`config.mk`:
```
export PLATFORM = sky130hd
export DESIGN_NAME = adcnw_read_sequencer
export DESIGN_NICKNAME = d
export VERILOG_FILES = /design/src/pkg/adcnw_pkg.sv /design/src/pkg/adcnw_conv_if.sv /design/src/verilog/adcnw_conv_timer.sv /design/src/verilog/adcnw_read_sequencer.sv
export SDC_FILE = /design/constraint.sdc
export NUM_CORES = 1
export LEC_CHECK = 0
export BUFFER_PORTS_ARGS = -buffer_cell sky130_fd_sc_hd__buf_2
export CORE_MARGIN = 8
export CORE_UTILIZATION = 50
export DETAILED_ROUTE_END_ITERATION = 10
export GPL_TIMING_DRIVEN = 1
export PLACE_DENSITY = 0.72
export SYNTH_ARGS = -nofsm -noshare
export SYNTH_HDL_FRONTEND = slang
export SYNTH_SLANG_ARGS = --single-unit
```
`constraint.sdc`:
```
create_clock -name core_clk_i -period 2.2 [get_ports core_clk_i]
set_input_delay 0.33 -clock core_clk_i [delete_from_list [all_inputs] [get_ports core_clk_i]]
set_output_delay 0.33 -clock core_clk_i [all_outputs]
set_load 0.01 [all_outputs]
```
`src/pkg/adcnw_pkg.sv`:
```
// Constants shared by the no-wait read sequencer and its conversion timer.
package adcnw_pkg;
  // ****************************************************************
  // Widths
  // ****************************************************************
  localparam int RESULT_W = 12;
  localparam int NIBBLE_W = 4;
  // ****************************************************************
  // Field positions on the data lines
  // ****************************************************************
  localparam int UPPER_MSB = 11;
  localparam int UPPER_LSB = 8;
  localparam int LOW_BYTE_MSB = 7;
  // ****************************************************************
  // Reset and pad values
  // ****************************************************************
  localparam logic [11:0] RESULT_RST = 12'h000;
  localparam logic [3:0] PAD_NIBBLE = 4'h0;
  // ****************************************************************
  // Timing
  // ****************************************************************
  localparam int CLK_PERIOD_PS = 4000;
  localparam int CONV_TIME_PS = 2700000;
  // Conversion time is a longest time, so the count rounds down.
  localparam int CONV_CYCLES = (CONV_TIME_PS / CLK_PERIOD_PS < 1) ? 1
                                : CONV_TIME_PS / CLK_PERIOD_PS;
  localparam int CONV_CNT_W = $clog2(CONV_CYCLES + 1);
endpackage

```
`src/pkg/adcnw_conv_if.sv`:
```
// Start, busy and done signals between the sequencer and its conversion timer.
`timescale 1ns/1ns
`default_nettype none
interface adcnw_conv_if;
  logic start;
  logic busy;
  logic done;
  modport timer (input start, output busy, output done);
  modport seq   (output start, input busy, input done);
endinterface
`default_nettype wire

```
`src/verilog/adcnw_conv_timer.sv`:
```
// Conversion timer: runs for a fixed cycle count per start and pulses done.
`timescale 1ns/1ns
`default_nettype none
module adcnw_conv_timer #(
  parameter int CYCLES = adcnw_pkg::CONV_CYCLES
) (
  // Clock and reset
  input  wire logic     core_clk_i,
  input  wire logic     rst_b_i,
  // Conversion control
  adcnw_conv_if.timer   conv
);
  import adcnw_pkg::*;

  localparam int CW = $clog2(CYCLES + 1);
  localparam logic [CW-1:0] LOAD = CW'(CYCLES - 1);

  logic [CW-1:0] cnt_q, cnt_d;
  logic          busy_q, busy_d;
  logic          done_q, done_d;

  // ****************************************************************
  // Counter
  // ****************************************************************
  always_comb begin
    cnt_d  = cnt_q;
    busy_d = busy_q;
    done_d = 1'b0;
    if (!busy_q && conv.start) begin
      busy_d = 1'b1;
      cnt_d  = LOAD;
    end else if (busy_q) begin
      if (cnt_q == '0) begin
        busy_d = 1'b0;
        done_d = 1'b1;
      end else begin
        cnt_d = cnt_q - 1'b1;
      end
    end
  end

  always_ff @(posedge core_clk_i or negedge rst_b_i) begin
    if (!rst_b_i) begin
      cnt_q  <= '0;
      busy_q <= 1'b0;
      done_q <= 1'b0;
    end else begin
      cnt_q  <= cnt_d;
      busy_q <= busy_d;
      done_q <= done_d;
    end
  end

  assign conv.busy = busy_q;
  assign conv.done = done_q;
endmodule // adcnw_conv_timer
`default_nettype wire

```
`src/verilog/adcnw_read_sequencer.sv`:
```
// No-wait parallel read and conversion-start sequencer of a 12-bit converter.
// Contract
// - Low-byte-select read starts conversion and drives previous full 12-bit result.
// - Next full-width read returns the new result and starts another conversion.
// - Byte hosts use eight low lines; first access behaves like full-width read.
// - High-byte read starts nothing; upper nibble on low four lines, next four low.
// - Third byte read returns low eight bits and starts the next conversion.
// - Upper four result bits always appear on the upper lines when driven.
// - In wait mode busy stalls the first byte access until conversion ends.
// - High-byte access needs no wait states since it starts no conversion.
// - Conversion starts only when select, read and byte select are all low.
// - Start conditions during a running conversion are ignored.
// - Busy stays low for the whole conversion and returns high at its end.
// - Result is right justified, LSB on the lowest data line.
`timescale 1ns/1ns
`default_nettype none
module adcnw_read_sequencer #(
  parameter int CONV_CYC = adcnw_pkg::CONV_CYCLES
) (
  // Clock and reset
  input  wire logic                            core_clk_i,
  input  wire logic                            rst_b_i,
  // Host control pins
  input  wire logic                            select_b_i,
  input  wire logic                            read_b_i,
  input  wire logic                            high_byte_select_i,
  // Code delivered by the converter core at the end of a conversion
  input  wire logic [adcnw_pkg::RESULT_W-1:0]  conv_code_i,
  // Data lines and status
  output logic      [adcnw_pkg::RESULT_W-1:0]  data_o,
  output logic                                 data_oe_o,
  output logic                                 busy_b_o
);
  import adcnw_pkg::*;

  // ****************************************************************
  // Pin synchronisers
  // ****************************************************************
  logic [2:0] pin_m_q;
  logic [2:0] pin_s_q;

  always_ff @(posedge core_clk_i or negedge rst_b_i) begin
    if (!rst_b_i) begin
      pin_m_q <= 3'h3;
      pin_s_q <= 3'h3;
    end else begin
      pin_m_q <= {high_byte_select_i, read_b_i, select_b_i};
      pin_s_q <= pin_m_q;
    end
  end

  logic sel_b_s;
  logic rd_b_s;
  logic hbs_s;
  assign sel_b_s = pin_s_q[0];
  assign rd_b_s  = pin_s_q[1];
  assign hbs_s   = pin_s_q[2];

  logic acc;
  assign acc = !sel_b_s && !rd_b_s;

  // ****************************************************************
  // Conversion timer
  // ****************************************************************
  adcnw_conv_if conv ();

  adcnw_conv_timer #(
    .CYCLES (CONV_CYC)
  ) u_timer (
    .core_clk_i (core_clk_i),
    .rst_b_i    (rst_b_i),
    .conv       (conv)
  );

  // ****************************************************************
  // Start, busy and result
  // ****************************************************************
  logic                acc_q, acc_d;
  logic                start_q, start_d;
  logic                busy_b_q, busy_b_d;
  logic [RESULT_W-1:0] result_q, result_d;
  logic                start_cond;

  // A start needs a fresh access with all three inputs low and an idle converter.
  assign start_cond = acc && !acc_q && !hbs_s && busy_b_q && !start_q;

  always_comb begin
    acc_d    = acc;
    start_d  = start_cond;
    busy_b_d = busy_b_q;
    result_d = result_q;
    if (start_q) begin
      busy_b_d = 1'b0;
    end else if (conv.done) begin
      busy_b_d = 1'b1;
      result_d = conv_code_i;
    end
  end

  always_ff @(posedge core_clk_i or negedge rst_b_i) begin
    if (!rst_b_i) begin
      acc_q    <= 1'b0;
      start_q  <= 1'b0;
      busy_b_q <= 1'b1;
      result_q <= RESULT_RST;
    end else begin
      acc_q    <= acc_d;
      start_q  <= start_d;
      busy_b_q <= busy_b_d;
      result_q <= result_d;
    end
  end

  assign conv.start = start_q;

  // ****************************************************************
  // Data lines
  // ****************************************************************
  logic [RESULT_W-1:0] data_q, data_d;
  logic                oe_q, oe_d;
  logic [NIBBLE_W-1:0] upper;

  // The lines follow the next result, so a held access shows the fresh code
  // in the same cycle in which busy returns high.
  assign upper = result_d[UPPER_MSB:UPPER_LSB];

  always_comb begin
    data_d = '0;
    oe_d   = acc;
    if (acc) begin
      if (hbs_s) begin
        data_d = {upper, PAD_NIBBLE, upper};
      end else begin
        data_d = result_d;
      end
    end
  end

  always_ff @(posedge core_clk_i or negedge rst_b_i) begin
    if (!rst_b_i) begin
      data_q <= '0;
      oe_q   <= 1'b0;
    end else begin
      data_q <= data_d;
      oe_q   <= oe_d;
    end
  end

  assign data_o    = data_q;
  assign data_oe_o = oe_q;
  assign busy_b_o  = busy_b_q;

  // ****************************************************************
  // Assertions
  // ****************************************************************
  localparam int A_BUSY_MAX = CONV_CYC + 3;
endmodule // adcnw_read_sequencer
`default_nettype wire

```
Word level (Yosys, flattened, before mapping)
Cells that the tools add are included.
- register bits after elaboration: 45
- input port bits: 17
- word-level logic and storage cells: 43
- add/sub/neg operators: 1
- equality and inequality tests: 1
- multiplexer cells: 15
- reduce and logical (&&, ||, !) cells: 16
- operators with widths (kind ; count):
    12-bit two-way mux ; 3
    10-bit two-way mux ; 3
    10-bit zero test ; 1
    10-bit by 1-bit subtractor with 10-bit output, second input constant ; 1
    1-bit two-way mux ; 8
    8-bit two-way mux ; 1
    1-bit logical AND ; 6
    1-bit zero test ; 6
    2-bit nonzero test ; 2
    2-bit by 1-bit != test with 1-bit output, second input constant ; 1
    2-bit AND reduction ; 1

Longest topological paths before layout
- word-level depth: 6
- mapped depth: 6
- gate-level depth less buffers: 6

Hierarchy
A second synthesis with hierarchy kept.
- cells, all modules: 153
- area, all modules: 1934.4 µm²
- by module, submodules not included (module ; instances ; cells an instance ; area each (µm²) ; seq. area each (µm²)):
    adcnw_read_sequencer ; 1 ; 76 ; 1234.9 ; 832.0
    adcnw_conv_timer ; 1 ; 77 ; 699.4 ; 300.3

Worst setup path before layout
Ideal clock, no wire load.
- path kind: register to register
- from: register u_timer.cnt_q[0]
- to: register u_timer.cnt_q[5]
- library setup time: 133 ps
- arrival: 1425 ps
- required time: 2067 ps
- setup slack: 642 ps
- stages on the path, launching flop included: 7
- period minus slack after synthesis: 1558 ps
- cells stage by stage: dfrtp_1 -> inv_1 -> ha_1 -> nor2b_1 -> nand3_1 -> a221oi_2 -> a31oi_1
- longest elaborated chain between the ends: 4
- elaborated cells between the ends (all ways): 7
- those cells by class: 1 x add/sub; 1 x eq/ne; 3 x mux; 2 x reduce/logical
- RTL lines (item ; line ; RTL):
    start: declaration ; adcnw_conv_timer.sv:18 ; logic [CW-1:0] cnt_q, cnt_d;
    start signal: assignment ; adcnw_conv_timer.sv:48 ; cnt_q <= cnt_d;
    10-bit by 1-bit subtractor with 10-bit output ; adcnw_conv_timer.sv:37 ; cnt_d = cnt_q - 1'b1;
    10-bit two-way mux ; adcnw_conv_timer.sv:33 ; if (cnt_q == '0) begin
    10-bit two-way mux ; adcnw_conv_timer.sv:32 ; end else if (busy_q) begin
    10-bit two-way mux ; adcnw_conv_timer.sv:29 ; if (!busy_q && conv.start) begin
Several ways; a longest one is shown, not always the timed one. The select of a mux whose other input is x is not followed.
A chain may end at the register's enable or synchronous reset.

Final worst setup path
Same ends and word-level chain as after synthesis.

==> reports/metrics.sh <==
OUTCOME='finished clean'
DRT-INITIAL-DRC-COUNT=73
FMAX_MHz=544
SYNTH.LIB_CELLS_USED.DISTINCT=38
RR_STARTPOINT='u_timer.cnt_q[0]$_DFFE_PN0P_'
FIN_WORST_HOLD_SLACK_PS=20.0
FLOORPLAN.DIE_AREA_UM2=5750
NETLIST_TOP_CELLS_COUNT='dfrtp_1 (40), nor2_1 (13), inv_1 (10)'
SYNTH_WARNINGS=0
TIMING.SETUP.TNS_PS=0
CORE_UM2=3390
WORSTPATHREQUIRED_PS=2430
GR-TOTAL-OVERFLOW=0
POST-ROUTE-DRC-COUNT=0
NUM_ROWS=21
CP_TOP_FAMILY='simple AND/OR/NAND/NOR gates'
YS_TOP_CELLS_BY_AREA='dfrtp_1 (56%), dfstp_2 (7.3%), mux2_2 (5.0%), mux2i_1 (2.8%), nor2_1 (2.7%)'
POWER_LEAKAGE_nW=1.05
SLEW_VIOL_FINAL=0
CTS_HOLD_REPAIR.BUFFERS=0
CTS_SETUP_BUFFERS=0
CELL_TAKING_THE_MOST_AREA_AFTER_SYNTHESIS='dfrtp_1'
CP-START-KIND='register'
CLKLATENCYLATEPIN_PS=350
FIN_CRIT_SH=0.836
GP_WEIGHTED_CONGESTION=0.919
YOSYSMOSTFREQUENTCELL='dfrtp_1'
ANTENNA_VIOLATIONS_BEFORE_REPAIR=0
NUMBER_OF_INSERTED_FILLER_CELLS_IN_THE_FINAL_LAYOUT=287
DIODES=0
TRACK_USAGE=0.138
HPWL_UM=2440
NETS=195
FIRST_GLOBAL_VIAS=1234
GRT_FIRST_PASS_WIRELENGTH_UM=5760
DRTPASS1ITERATIONS=4
NUMBER_OF_INSTANCES_IN_THE_SYNTHESIZED_NETLIST=141
SETUP_CRIT_END_KIND='register'
SLEW_HEADROOM=0.647
CRITPATHMAXFANOUT=7
WORST_HOLD_PATH_TYPE='in -> async'
DIE_HEIGHT_UM=75.8
CLK_TRANSITION_REPORTED_PATHS_PS=120
SYNTHESIS.AREA_PER_INSTANCE_UM2=12.7
LIST_OF_CELLS_TRAVERSED_BY_THE_CRITICAL_PATH='inv_1 -> ha_1 -> nor2b_1 -> nand3_1 -> a221oi_2 -> a31oi_1'
TIMING.MAX_CAP.VIOLATIONS=0
ROUTED-VIA-COUNT=1175
SYNTH-EDFF-COUNT=0
CRIT_PATH_TOP_DELAY_CELL='dfrtp_1'
SYN_TO_FINAL_GROWTH_PCT=14.6
GRT_START_MAX_NET_PINS=46
WORST_CLOCK_SKEW_PS=7.58
SYNTH_FP_NETS=159
CLOCK_PATH_BUFFERS=2
WORSTMARGINPINSLEW_PS=529
UNREPAIRED_SETUP_ENDPOINTS_AFTER_GLOBAL_ROUTING='false'
IO-PIN-COUNT=31
POWERDENSITY_nW_PER_UM2=614
POSTSYNTHREGISTERBITS=45
PLACEMENT.IO_BUFFERS=30
INITIAL_UTILIZATION=0.528
FINAL_PERIOD_MINUS_WORST_SETUP_SLACK_PS=1840
VIAS_PER_CELL=5.25
CELL_AREA_AFTER_TECHNOLOGY_MAPPING_UM2=1790
DIE_WIDTH_UM=75.8
WORSTPATHARRIVAL_PS=2070
TIMING_WORST_SETUP_PATH_TYPE='reg -> reg'
WORST_IR_DROP_VDD_uV=486
HOLD_VIOLATIONS=0
CTSRESIZECOUNT=0
SYNTH-ASYNC-RESET-RATIO=1.00
DRIVE_ABOVE_1_SHARE=0.331
CTS_TREE='built'
SYNTH_TOP_AREA_FRAC=0.560
SYNTH_SEQ_AREA_SHARE=0.633
YS.FLOP_TYPE='dfrtp_1'
CTS-BUFFERS-INSERTED=5
AVGROUTEDWIREPERCELL_UM=15.1
ROUTED_WL_UM=3370
FINAL_SETUP_VIOLATIONS=0
DELAY_OF_THE_SLOWEST_CRITICAL_PATH_STAGE_PS=450
CTS-ROOT-BUF='clkbuf_4'
CTS_HTREE_LEVELS=2
CTS_SINKS=45
FINAL_ANTENNA_NET_COUNT=0
CRITICAL_PATH_SOURCE='u_timer.cnt_q[0]$_DFFE_PN0P_'
CRIT_BUF_INV=1
cell families after synthesis:
| logic type | count (synthesis) | synth area share |
|---|---|---|
| AND/OR/NAND/NOR | 43 | 0.148 |
| flip-flops | 45 | 0.633 |
| XOR/XNOR | 2 | 0.00980 |
| multiplexers | 13 | 0.0784 |
| adder cells (fa/ha/maj) | 1 | 0.00700 |
| AO/OA/AOI/OAI | 24 | 0.0945 |
| buffers and inverters | 13 | 0.0294 |
per-layer routing:
layer  up-vias  track usage  part of all wire
met3         7       0.0566             0.077
li1        563            -                 -
met5         -            0                 0
met4         0       0.0640             0.018
met1       573        0.148              0.39
met2        32        0.229              0.51
worst register-to-register path: cells and delay by family (launching register included):
family	cells	cell delay, ps
flip-flops	1	450
adder cells (fa/ha/maj)	1	190
AO/OA/AOI/OAI	2	350
AND/OR/NAND/NOR	2	650
buffers and inverters	1	90
power by group:
group | switching, mW | total [mW] | internal, mW
clock | 0.247 | 0.373 | 0.126
sequential | 0.00448 | 0.843 | 0.838
combinational | 0.0257 | 0.0418 | 0.0161
state kept, by name (all words and copies together), names as in the netlist, 3 cells and up:
name           count
u_timer.cnt_q     10
result_q          12
data_o            12
pin_s_q            3
pin_m_q            3
stage by stage:
stage               setup slack [ps]  std cells  utilization  instance area, um^2  power [mW]
finish                           361        224        0.604                 2050        1.26
global route                     216        224        0.604                 2050        1.31
CTS                              380        224        0.604                 2050        1.28
detailed placement               433        216        0.589                 2000       0.903
global placement                 542        216        0.589                 2000       0.901
floorplan                        642        141            -                 1790       0.867
cell type report:
cell class	count	area, um^2	area share
flip-flops and latches	45	1130	0.553
multi-input cells	83	603	0.294
repair buffers	32	165	0.0806
well taps	46	57.6	0.0281
clock buffers	7	45.0	0.0220
inverters	10	37.5	0.0183
clock inverters	1	7.51	0.00367
worst paths after layout:
path	cells after the start	slack, ps	end
max	6	360	u_timer.cnt_q[5]$_DFFE_PN0P_
min reg2reg	0	360	pin_s_q[2]$_DFF_PN0_
max in group asynchronous	2	1790	pin_m_q[1]$_DFF_PN1_
max reg2reg	6	360	u_timer.cnt_q[5]$_DFFE_PN0P_
min	2	20	result_q[6]$_DFF_PN0_
min in group core_clk_i	1	70	pin_m_q[0]$_DFF_PN1_
placed cells by master, fill, tap and decap left out, types with 3 or more instances in the layout:
cell type  netlist  layout
buf_2            0      30
mux2i_1          5       5
a21oi_1          3       3
o21ai_0          4       4
inv_1           10      10
clkbuf_4         0       5
nand2_1          8       8
dfstp_2          5       5
a211oi_1         5       5
nor2_1          13      13
dfrtp_1         40      40
nor2b_1          5       5
mux2_2           8       8
Power figures use the tool's default switching activity.
